[src/hdl/wdc_pkg.sv]
// package: register map, field positions, reset values and timing counts of the watchdog
package wdc_pkg;
   // register byte offsets on the apb bus
   localparam logic [11:0] WDC_OFF_STATUS  = 12'h000;
   localparam logic [11:0] WDC_OFF_CONTROL = 12'h004;
   localparam logic [11:0] WDC_OFF_COUNT   = 12'h008;
   localparam logic [11:0] WDC_OFF_KEY     = 12'h00c;
   localparam logic [11:0] WDC_OFF_PROT    = 12'h010;
   // status register fields
   localparam int WDC_ST_UNLOCK  = 0;
   localparam int WDC_ST_IRQSEL  = 1;
   localparam int WDC_ST_IRQLVL  = 2;
   // control register fields
   localparam int WDC_CT_FLAG    = 7;
   localparam int WDC_CT_DIS     = 6;
   localparam int WDC_CT_CHK_HI  = 5;
   localparam int WDC_CT_CHK_LO  = 3;
   localparam int WDC_CT_PS_HI   = 2;
   localparam logic [2:0] WDC_CHECK_OK = 3'h5;
   // reset values
   localparam logic       WDC_RST_UNLOCK = 1'b1;
   localparam logic       WDC_RST_IRQSEL = 1'b0;
   localparam logic       WDC_RST_DIS    = 1'b0;
   localparam logic [2:0] WDC_RST_PS     = 3'h0;
   // service key values
   localparam logic [7:0] WDC_KEY_ARM    = 8'h55;
   localparam logic [7:0] WDC_KEY_CLEAR  = 8'haa;
   // timing counts in oscillator cycles
   localparam int WDC_BASE_DIV   = 512;
   localparam int WDC_PULSE_CYC  = 512;
   localparam int WDC_FLAG_DELAY = 4;
   localparam int WDC_SYNC_STAGES = 2;
endpackage

[src/hdl/wdc_prescaler.sv]
// file holds the counter clock prescaler: oscillator / 512 / 2^(code-1), with code 000 also oscillator / 512
`timescale 1ns/1ps
`default_nettype none
module wdc_prescaler #(
   parameter int DIV_BASE = wdc_pkg::WDC_BASE_DIV
) (
   input  wire logic       pclk,
   input  wire logic       presetn,
   input  wire logic       run,
   input  wire logic [2:0] code,
   output logic            tick
);
   // free divider: 512 * 64 covers the deepest setting
   logic [14:0] div_q;
   logic [14:0] div_d;
   logic [14:0] limit;
   // codes 000 and 001 both divide by one after the base stage
   assign limit = (code == 3'h0) ? 15'(DIV_BASE - 1)
                : 15'((DIV_BASE << (code - 3'h1)) - 1);
   assign div_d = (div_q >= limit) ? 15'h0000 : 15'(div_q + 15'h0001);
   // divider stopped while the watchdog is disabled
   always_ff @(posedge pclk or negedge presetn) begin
      if (!presetn) begin
         div_q <= 15'h0000;
         tick  <= 1'b0;
      end else if (!run) begin
         div_q <= 15'h0000;
         tick  <= 1'b0;
      end else begin
         div_q <= div_d;
         tick  <= (div_q >= limit);
      end
   end
endmodule
`default_nettype wire

[src/hdl/wdc_top.sv]
// file holds the watchdog control and status block with its apb slave
//
// Design decisions made here: register access over APB and the address map.
`timescale 1ns/1ps
`default_nettype none
module wdc_top #(
   parameter int PULSE_CYC = wdc_pkg::WDC_PULSE_CYC
) (
   input  wire logic        pclk,
   input  wire logic        presetn,
   input  wire logic        device_reset_in_n,
   input  wire logic        psel,
   input  wire logic        penable,
   input  wire logic        pwrite,
   input  wire logic [11:0] paddr,
   input  wire logic [31:0] pwdata,
   output logic [31:0]      prdata,
   output logic             pready,
   output logic             pslverr,
   output logic             dog_reset_out_n,
   output logic             dog_irq_out_n,
   output logic [7:0]       dog_count
);
   // pulse engine states
   typedef enum logic [2:0] {
      WDC_IDLE  = 3'b001,
      WDC_RESET = 3'b010,
      WDC_IRQ   = 3'b100
   } wdc_state_e;

   wdc_state_e  state_q;                 // pulse engine state
   wdc_state_e  state_d;
   logic [9:0]  pulse_q;                 // pulse length counter
   logic        unlock_q;                // disable-unlock bit
   logic        irq_sel_q;               // irq select bit
   logic        dis_q;                   // watchdog disable bit
   logic [2:0]  ps_q;                    // counter prescale code
   logic        prot_q;                  // protected write enable
   logic        armed_q;                 // first key seen
   logic [1:0]  irq_sync_q;              // irq level synchroniser
   logic [1:0]  rst_sync_q;              // reset output synchroniser
   logic [3:0]  rst_dly_q;               // four-cycle delay line
   logic        flag_q;                  // watchdog reset flag
   logic        tick;                    // counter clock enable

   // apb decode; always ready, no wait states
   wire         acc       = psel && penable;
   wire         wr        = acc && pwrite && prot_q;
   wire         wr_any    = acc && pwrite;
   wire         hit_st    = (paddr == wdc_pkg::WDC_OFF_STATUS);
   wire         hit_ct    = (paddr == wdc_pkg::WDC_OFF_CONTROL);
   wire         hit_cnt   = (paddr == wdc_pkg::WDC_OFF_COUNT);
   wire         hit_key   = (paddr == wdc_pkg::WDC_OFF_KEY);
   wire         hit_prot  = (paddr == wdc_pkg::WDC_OFF_PROT);
   wire         mapped    = hit_st | hit_ct | hit_cnt | hit_key | hit_prot;
   wire         wr_st     = wr && hit_st;
   wire         wr_ct     = wr && hit_ct;
   wire         wr_key    = wr && hit_key;
   wire         running   = !dis_q;
   wire [2:0]   chk_in    = pwdata[wdc_pkg::WDC_CT_CHK_HI:wdc_pkg::WDC_CT_CHK_LO];
   // bad check pattern fires while enabled
   wire         chk_bad   = wr_ct && (chk_in != wdc_pkg::WDC_CHECK_OK) && running;
   wire [7:0]   key_in    = pwdata[7:0];
   wire         key_clear = wr_key && armed_q && (key_in == wdc_pkg::WDC_KEY_CLEAR);
   wire         key_bad   = wr_key && (key_in != wdc_pkg::WDC_KEY_CLEAR)
                            && (key_in != wdc_pkg::WDC_KEY_ARM) && running;
   wire         overflow  = tick && (dog_count == 8'hff);
   wire         timeout   = (overflow || key_bad) && running;
   wire         unlock_clr = wr_st && pwdata[wdc_pkg::WDC_ST_UNLOCK];
   wire         irq_low   = (state_q == WDC_IRQ);
   wire         pulse_end = (pulse_q == 10'(PULSE_CYC - 1));

   assign pready  = 1'b1;
   assign pslverr = acc && !mapped;

   // counter clock enable from the prescaler
   wdc_prescaler u_ps (
      .pclk    (pclk),
      .presetn (presetn),
      .run     (running),
      .code    (ps_q),
      .tick    (tick)
   );

   // pulse engine: timeouts, pattern faults and mode switch
   always_comb begin
      state_d = state_q;
      unique case (state_q)
         WDC_IDLE: begin
            if (chk_bad) state_d = WDC_RESET;
            else if (timeout) state_d = irq_sel_q ? WDC_IRQ : WDC_RESET;
         end
         WDC_RESET: begin
            if (pulse_end) state_d = WDC_IDLE;
         end
         WDC_IRQ: begin
            if (!irq_sel_q || chk_bad) state_d = WDC_RESET;
            else if (pulse_end) state_d = WDC_IDLE;
         end
      endcase
   end

   // state and pulse counter; counter restarts on each state change
   always_ff @(posedge pclk or negedge presetn) begin
      if (!presetn) begin
         state_q <= WDC_IDLE;
         pulse_q <= 10'h000;
      end else begin
         state_q <= state_d;
         pulse_q <= (state_d != state_q || state_q == WDC_IDLE) ? 10'h000
                    : 10'(pulse_q + 10'h001);
      end
   end

   // registered pin drivers, active low
   always_ff @(posedge pclk or negedge presetn) begin
      if (!presetn) begin
         dog_reset_out_n <= 1'b1;
         dog_irq_out_n   <= 1'b1;
      end else begin
         dog_reset_out_n <= (state_d != WDC_RESET);
         dog_irq_out_n   <= (state_d != WDC_IRQ);
      end
   end

   // 8-bit counter; cleared by valid key pair, and after each timeout
   always_ff @(posedge pclk or negedge presetn) begin
      if (!presetn) begin
         dog_count <= 8'h00;
         armed_q   <= 1'b0;
      end else begin
         if (key_clear || timeout) dog_count <= 8'h00;
         else if (tick) dog_count <= 8'(dog_count + 8'h01);
         if (wr_key) armed_q <= (key_in == wdc_pkg::WDC_KEY_ARM);
      end
   end

   // control fields written by software
   always_ff @(posedge pclk or negedge presetn) begin
      if (!presetn) begin
         unlock_q  <= wdc_pkg::WDC_RST_UNLOCK;
         irq_sel_q <= wdc_pkg::WDC_RST_IRQSEL;
         dis_q     <= wdc_pkg::WDC_RST_DIS;
         ps_q      <= wdc_pkg::WDC_RST_PS;
         prot_q    <= 1'b0;
      end else begin
         // protect enable itself is never gated, else it could not be opened
         if (wr_any && hit_prot) prot_q <= pwdata[0];
         if (wr_st) irq_sel_q <= pwdata[wdc_pkg::WDC_ST_IRQSEL];
         if (unlock_clr) unlock_q <= 1'b0;
         if (unlock_clr) dis_q <= 1'b0;
         else if (wr_ct && unlock_q) dis_q <= pwdata[wdc_pkg::WDC_CT_DIS];
         if (wr_ct) ps_q <= pwdata[wdc_pkg::WDC_CT_PS_HI:0];
      end
   end

   // irq level synchroniser; first stage read only by the second
   always_ff @(posedge pclk or negedge presetn) begin
      if (!presetn) begin
         irq_sync_q <= 2'b11;
      end else begin
         irq_sync_q <= {irq_sync_q[0], dog_irq_out_n};
      end
   end

   // reset output synchroniser and four-cycle delay line
   always_ff @(posedge pclk or negedge presetn) begin
      if (!presetn) begin
         rst_sync_q <= 2'b11;
         rst_dly_q  <= 4'hf;
      end else begin
         rst_sync_q <= {rst_sync_q[0], dog_reset_out_n};
         rst_dly_q  <= {rst_dly_q[2:0], rst_sync_q[1]};
      end
   end

   // delayed rising edge of the reset output
   wire rst_rise = rst_dly_q[3] == 1'b0 && rst_dly_q[2] == 1'b1;

   // flag survives the block reset; the device reset pin or a control write with bit 7 set clears it
   always_ff @(posedge pclk or negedge device_reset_in_n) begin
      if (!device_reset_in_n) begin
         flag_q <= 1'b0;
      end else if (rst_rise) begin
         flag_q <= 1'b1;
      end else if (wr_ct && pwdata[wdc_pkg::WDC_CT_FLAG]) begin
         flag_q <= 1'b0;
      end
   end

   // read mux; check field zero, reserved zero
   wire [31:0] rd_st  = {29'h0, irq_sync_q[1], irq_sel_q, unlock_q};
   wire [31:0] rd_ct  = {24'h0, flag_q, dis_q, 3'h0, ps_q};
   wire [31:0] rd_cnt = {24'h0, dog_count};
   wire [31:0] rd_prt = {31'h0, prot_q};
   wire [31:0] rd_mux = hit_st  ? rd_st
                      : hit_ct  ? rd_ct
                      : hit_cnt ? rd_cnt
                      : hit_key ? rd_ct
                      : hit_prot ? rd_prt : 32'h0;

   // registered read data, loaded in the setup cycle
   always_ff @(posedge pclk or negedge presetn) begin
      if (!presetn) prdata <= 32'h0;
      else if (psel && !penable && !pwrite) prdata <= rd_mux;
   end
endmodule
`default_nettype wire

[config.mk]
export PLATFORM = sky130hd
export DESIGN_NAME = wdc_top
export DESIGN_NICKNAME = d
export VERILOG_FILES = /design/src/hdl/wdc_pkg.sv /design/src/hdl/wdc_prescaler.sv /design/src/hdl/wdc_top.sv
export SDC_FILE = /design/constraint.sdc
export NUM_CORES = 1
export LEC_CHECK = 0
export BUFFER_PORTS_ARGS = -buffer_cell sky130_fd_sc_hd__buf_2
export CAP_MARGIN = 20
export CORE_ASPECT_RATIO = 0.9
export CORE_MARGIN = 2
export CORE_UTILIZATION = 50
export CTS_CLUSTER_DIAMETER = 50
export CTS_CLUSTER_SIZE = 30
export DETAILED_ROUTE_END_ITERATION = 10
export GPL_ROUTABILITY_DRIVEN = 0
export PLACE_DENSITY = 0.76
export SKIP_CTS_REPAIR_TIMING = 1
export SLEW_MARGIN = 0
export SYNTH_ARGS = -nofsm -noshare
export SYNTH_HDL_FRONTEND = slang
export SYNTH_HIERARCHICAL = 1
export SYNTH_SLANG_ARGS = --single-unit
[constraint.sdc]
create_clock -name pclk -period 5.1 [get_ports pclk]
set_input_delay 0.765 -clock pclk [delete_from_list [all_inputs] [get_ports pclk]]
set_output_delay 0.765 -clock pclk [all_outputs]
set_load 0.01 [all_outputs]
## Word-level counts from Yosys, hierarchy flattened

Index checks and enable logic that the tools add are counted.

- Bits in latches: 0
- Memory bits (read-only): 0
- Logic and storage cells: 106
- Bits of input ports: 50
- Register bits after elaboration: 88
- Output and inout port bits: 44
- Memories kept: 0
- Bits in writable memories: 0

- Shift operators: 1
- Add/sub/neg operators: 5
- Bitwise logic cells: 5
- Eq/ne operators: 17
- Div/mod/pow operators: 0
- Order comparisons: 1
- $mul: 0
- Reduce and logical (&&, ||, !) cells: 37
- Muxes and demuxes: 22

Operators by type and width:

| operator | count |
|---|---|
| 8-bit two-way mux | 6 |
| 15-bit two-way mux | 3 |
| 12-bit by 4-bit equality test with 1-bit output (second input constant) | 2 |
| 1-bit logical AND | 23 |
| 8-bit equality test (second input constant) | 2 |
| 15-bit by 1-bit adder with 15-bit output (second input constant) | 1 |
| 15-bit greater-or-equal comparator | 1 |
| 3-bit two-way mux | 5 |
| 10-bit by 3-bit left shift with 15-bit output (first input constant) | 1 |
| 15-bit by 2-bit subtractor with 15-bit output (second input constant) | 1 |
| 12-bit by 3-bit equality test with 1-bit output (second input constant) | 1 |
| 12-bit by 5-bit equality test with 1-bit output (second input constant) | 1 |
| 12-bit logical NOT | 1 |
| 10-bit by 1-bit adder with 10-bit output (second input constant) | 1 |
| 10-bit by 9-bit equality test with 1-bit output (second input constant) | 1 |
| 10-bit two-way mux | 1 |
| 3-bit one-hot mux with 3 select lines | 1 |
| 8-bit by 1-bit adder with 8-bit output (second input constant) | 1 |
| 8-bit by 7-bit equality test with 1-bit output (second input constant) | 1 |
| 8-bit by 7-bit != test with 1-bit output (second input constant) | 1 |
| 8-bit != test (second input constant) | 1 |
| 1-bit two-way mux | 6 |
| 3-bit != test (second input constant) | 2 |
| 2-bit nonzero test | 3 |
| 11 further kinds | 21 |

## Depth between registers and ports, before layout

- Depth in word-level cells: 15
- Mapped depth: 14
- Depth with buffers taken out: 12

## Hierarchy

Netlist, hierarchy kept.

Modules (own cells, without submodules):

| module | sequential area each (µm²) | area an instance (µm²) | times used | cells an instance |
|---|---|---|---|---|
| wdc_top | 1,216.2 | 2,658.8 | 1 | 273 |
| wdc_prescaler | 400.4 | 1,136.1 | 1 | 106 |

## Worst setup path before layout

Ideal clock, no wire load.

- Kind: register to register
- Start point: register ps_q[1]
- End point: register u_ps.div_q[6]
- Setup time: 0.094 ns
- Cell stages (with the launch flop): 15
- Buffers on the path: 2
- Data arrival time: 2.668 ns
- Period minus slack after synthesis: 2.762 ns
- Data required time: 5.006 ns
- Slack: 2.338 ns
- Path through: dfrtp_1 > clkbuf_1 > nor2b_1 > nand2b_1 > ha_1 > xor2_1 > nand2_1 > nor2_1 > a31oi_1 > ha_1 > nand4_1 > o22ai_1 > a211o_1 > buf_2 > nor4b_4

- Longest elaborated chain between the ends: 7
- Elaborated cells between the ends (all ways): 8
- Those cells by class: add/sub (2); order compare (1); shift (1); mux (3); reduce/logical (1)

Ends and longest elaborated chain:

| element | RTL line | source |
|---|---|---|
| start: declaration | wdc_top.sv:37 | `logic [2:0] ps_q;` |
| start signal: assignment | wdc_top.sv:144 | `ps_q <= wdc_pkg::WDC_RST_PS;` |
| start signal: assignment | wdc_top.sv:153 | `if (wr_ct) ps_q <= pwdata[wdc_pkg::WDC_CT_PS_HI:0];` |
| 3-bit by 1-bit subtractor with 3-bit output | wdc_prescaler.sv:19 | `: 15'((DIV_BASE << (code - 3'h1)) - 1);` |
| 10-bit by 3-bit left shift with 15-bit output | wdc_prescaler.sv:19 |  |
| 15-bit by 2-bit subtractor with 15-bit output | wdc_prescaler.sv:19 |  |
| 15-bit two-way mux (*) | wdc_prescaler.sv:18 | `assign limit = (code == 3'h0) ? 15'(DIV_BASE - 1)` |
| 15-bit greater-or-equal comparator (*) | wdc_prescaler.sv:20 | `assign div_d = (div_q >= limit) ? 15'h0000 : 15'(div_q + 15'h0001);` |
| 15-bit two-way mux (*) | wdc_prescaler.sv:20 |  |
| 15-bit two-way mux (*) | wdc_prescaler.sv:26 | `end else if (!run) begin` |
| end signal: assignment | wdc_prescaler.sv:30 | `div_q <= div_d;` |
| end: declaration | wdc_prescaler.sv:14 | `logic [14:0] div_q;` |

Every way passes the cells marked *; elsewhere a longest branch is shown, timed or not.
A chain may end at the register's enable or synchronous reset.

## Worst setup path in the final report

- Start point: input port paddr[1]
- End point: output port pslverr

- Longest elaborated chain between the ends: 7
- Elaborated cells between the ends (all ways): 11
- Those cells by class: eq/ne (4); bitwise (4); reduce/logical (3)

Ends and longest elaborated chain:

| element | RTL line | source |
|---|---|---|
| start: declaration | wdc_top.sv:15 | `input wire logic [11:0] paddr,` |
| 12-bit by 3-bit equality test with 1-bit output / 12-bit logical NOT (equally long branches) | wdc_top.sv:51, wdc_top.sv:50 |  |
| 1-bit OR (3 in a row) | wdc_top.sv:55 | `wire mapped = hit_st \| hit_ct \| hit_cnt \| hit_key \| hit_prot;` |
| 1-bit OR (*) | wdc_top.sv:55 |  |
| 1-bit logical NOT (*) | wdc_top.sv:74 | `assign pslverr = acc && !mapped;` |
| 1-bit logical AND (*) | wdc_top.sv:74 |  |
| end: declaration | wdc_top.sv:19 | `output logic pslverr,` |

Marked as above.

==> results.sh <==
export IMPL_synth_seq_cells=64
export IMPL_clock_fmax_ghz=0.316
export IMPL_die_area_um2=8300
export IMPL_dp_hpwl_um=5480
export IMPL_portBuffers=44
export IMPL_rsz0062_at_grt="no"
export IMPL_syn_inst=379
export IMPL_drc=0
export IMPL_synth_top_cell_by_area="dfrtp_1"
export IMPL_use_met2_pct=30.9
export IMPL_first_iter_violations=218
export IMPL_antenna_found_initial=0
export IMPL_critical_path_max_fanout=6
export IMPL_ios=94
export IMPL_die_y_um=86.7
export IMPL_finalPower_mw=1.00
export IMPL_netlist_area_um2=3790
export IMPL_drt_wl_total_um=7660
export IMPL_setup_viol=0
export IMPL_cts_buffers=9
export IMPL_synthTopCellsByCount="dfrtp_1 (52), nand2_1 (35), nor2_1 (29), buf_4 (25), nor3_1 (18)"
export IMPL_vias=2919
export IMPL_synth_edf_count=0
export IMPL_cts_root_buf="clkbuf_8"
export IMPL_insertion_delay_ps=350
export IMPL_cts_tree="built"
export IMPL_yosysWarnings=6
export IMPL_track_usage_pct=20.5
export IMPL_regToRegSetupSlack_ps=2020
export IMPL_crit_arrival_ps=2400
export IMPL_start_util_pct=51.1
export IMPL_start_kind="primary input"
export IMPL_core_um2=7430
export IMPL_slew_violations=0
export IMPL_tightest_slew_ps=941
export IMPL_area_growth_syn_to_layout_pct=10.2
export IMPL_synthTopCellsByArea="dfrtp_1 (34%), dfstp_2 (8.3%), buf_4 (4.9%)"
export IMPL_maxCapViolCount=0
export IMPL_grt_max_degree=64
export IMPL_grt_pass1_vias=2793
export IMPL_post_route_period_util_pct=62.0
export IMPL_final_util_pct=56.3
export IMPL_p_leak_nw=1.77
export IMPL_die_x_um=95.8
export IMPL_vias_per_cell=5.60
export IMPL_cts_num_sinks=64
export IMPL_clockBufferDepth=2
export IMPL_ys_seq_area_share_pct=42.6
export IMPL_holdCritPathClass="in2async"
export IMPL_yosys_cell_types_count=61
export IMPL_met3_usage_pct=6.00
export IMPL_tns_ps=0
export IMPL_reg2regPathDepth=12
export IMPL_fill_cells=659
export IMPL_vdd_drop_max_v=0.000165
export IMPL_synth_top_area_share_pct=34.3
export IMPL_antenna_cells=0
export IMPL_r2r_start="ps_q[1]"
export IMPL_end_kind="primary output"
export IMPL_fin_skew_ps=8.75
export IMPL_ys_flop_type="dfrtp_1"
export IMPL_startpoint="paddr[1]"
export IMPL_postLayoutSetupSlackWorst_ps=1940
export IMPL_grt_overflow=0
export IMPL_grt_busiest_layer="met2"
export IMPL_preCtsSetupSlack_ps=1960
export IMPL_synth_avg_cell_area_um2=10.0
export IMPL_detail_route_antenna_nets=0
export IMPL_async_flop_share_pct=100
export IMPL_drive_gt1_share_pct=22.8
export IMPL_yosysMostFrequentCell="dfrtp_1"
export IMPL_first_pass_iters=5
export IMPL_path_class="in2out"
export IMPL_fp_row_count=30
export IMPL_h_tree_depth=3
export IMPL_power_density_nw_per_um2=240
export IMPL_r2r_end="u_ps/div_q[14]"
export IMPL_finalHoldViolations=0
export IMPL_use_met1_pct=27.8
export IMPL_wire_per_inst_um=14.7
export IMPL_slew_headroom_pct=36.7
export IMPL_cp_required_ps=4340
export IMPL_min_period_ps=3160
export IMPL_path_clk_slew_ps=70
export IMPL_grt_pass1_wl_um=13100
export IMPL_outcome="finished, final reports clean"
export IMPL_fin_nets=480
per-layer routing:
metal	part of all wire [%]	wire [µm]
met5	0	0
met4	1.8	141
met3	6.2	471
met2	46	3550
met1	46	3500
kinds of logic (layout without fill, tap and decap cells):
family / count (synthesis) / in the layout / synth area share [%]
other: 2 / 25 / 0.198
adder cells (fa/ha/maj): 10 / 10 / 3.30
AND/OR/NAND/NOR: 168 / 168 / 28.0
buffers and inverters: 43 / 66 / 7.19
XOR/XNOR: 29 / 29 / 6.69
AO/OA/AOI/OAI: 52 / 52 / 9.00
multiplexers: 11 / 11 / 3.07
flip-flops: 64 / 64 / 42.6
power breakdown:
| group | switching, mW | total, mW | leakage, nW | internal, mW |
|---|---|---|---|---|
| logic | 0.0338 | 0.0468 | 0.882 | 0.0130 |
| clock network | 0.197 | 0.448 | 0.101 | 0.250 |
| registers | 0.0000262 | 0.508 | 0.791 | 0.508 |
how the worst max path moves through the flow:
stage               slack, ps            end
finish                   1940        pslverr
global route             1690  u_ps/div_q[4]
CTS                      1940        pslverr
floorplan                2340  u_ps/div_q[6]
global placement         2010        pslverr
detailed placement       1960        pslverr
state kept, by name (all words and copies together), names as in the netlist:
name and flops:
ps_q 3, unlock_q 1, dog_reset_out_n 1, prdata 8
pulse_q 10, dog_irq_out_n 1, state_q 3, prot_q 1
rst_dly_q 4, irq_sync_q 2, u_ps/div_q 15, dis_q 1
dog_count 8, irq_sel_q 1, armed_q 1, flag_q 1
rst_sync_q 2, u_ps/tick 1
stage by stage:
step / std cells / hold WS (ps) / area [µm²]
after floorplan: 402 / 345 / 3880
after global placement: 505 / 347 / 3980
after detailed placement: 505 / 348 / 3980
after CTS: 521 / 163 / 4180
after global routing: 521 / 165 / 4180
final: 521 / 179 / 4180
final cells by class:
cell class	count	area [µm²]	area share [%]
Sequential cell	64	1620	38.7
Timing Repair Buffer	45	228	5.45
Clock inverter	5	55.1	1.32
Multi-Input combinational cell	295	1990	47.6
Inverter	5	18.8	0.449
Clock buffer	11	151	3.62
Tap cell	96	120	2.87
critical path, stage by stage:
cell and delay, ps:
buf_2 90, nor3_1 400, nand3_4 180, nor4b_1 560, and4b_1 260, buf_2 130
cell usage in the layout, fill, tap and decap left out, types with 7 or more instances in the layout:
cell type  netlist  layout
conb_1           2      25
o21ai_0          8       8
xnor2_1         12      12
dfrtp_1         52      52
a21oi_1         15      15
nor4b_2          9       9
ha_1            10      10
buf_2            2      44
nor2_1          29      29
xor2_1          17      17
nand4_1         12      12
nand2_1         35      35
nand3_1         13      13
nor3_1          18      18
clkbuf_8         0      11
dfstp_2         12      12
nand2b_1         7       7
Power figures use the tool's default switching activity.
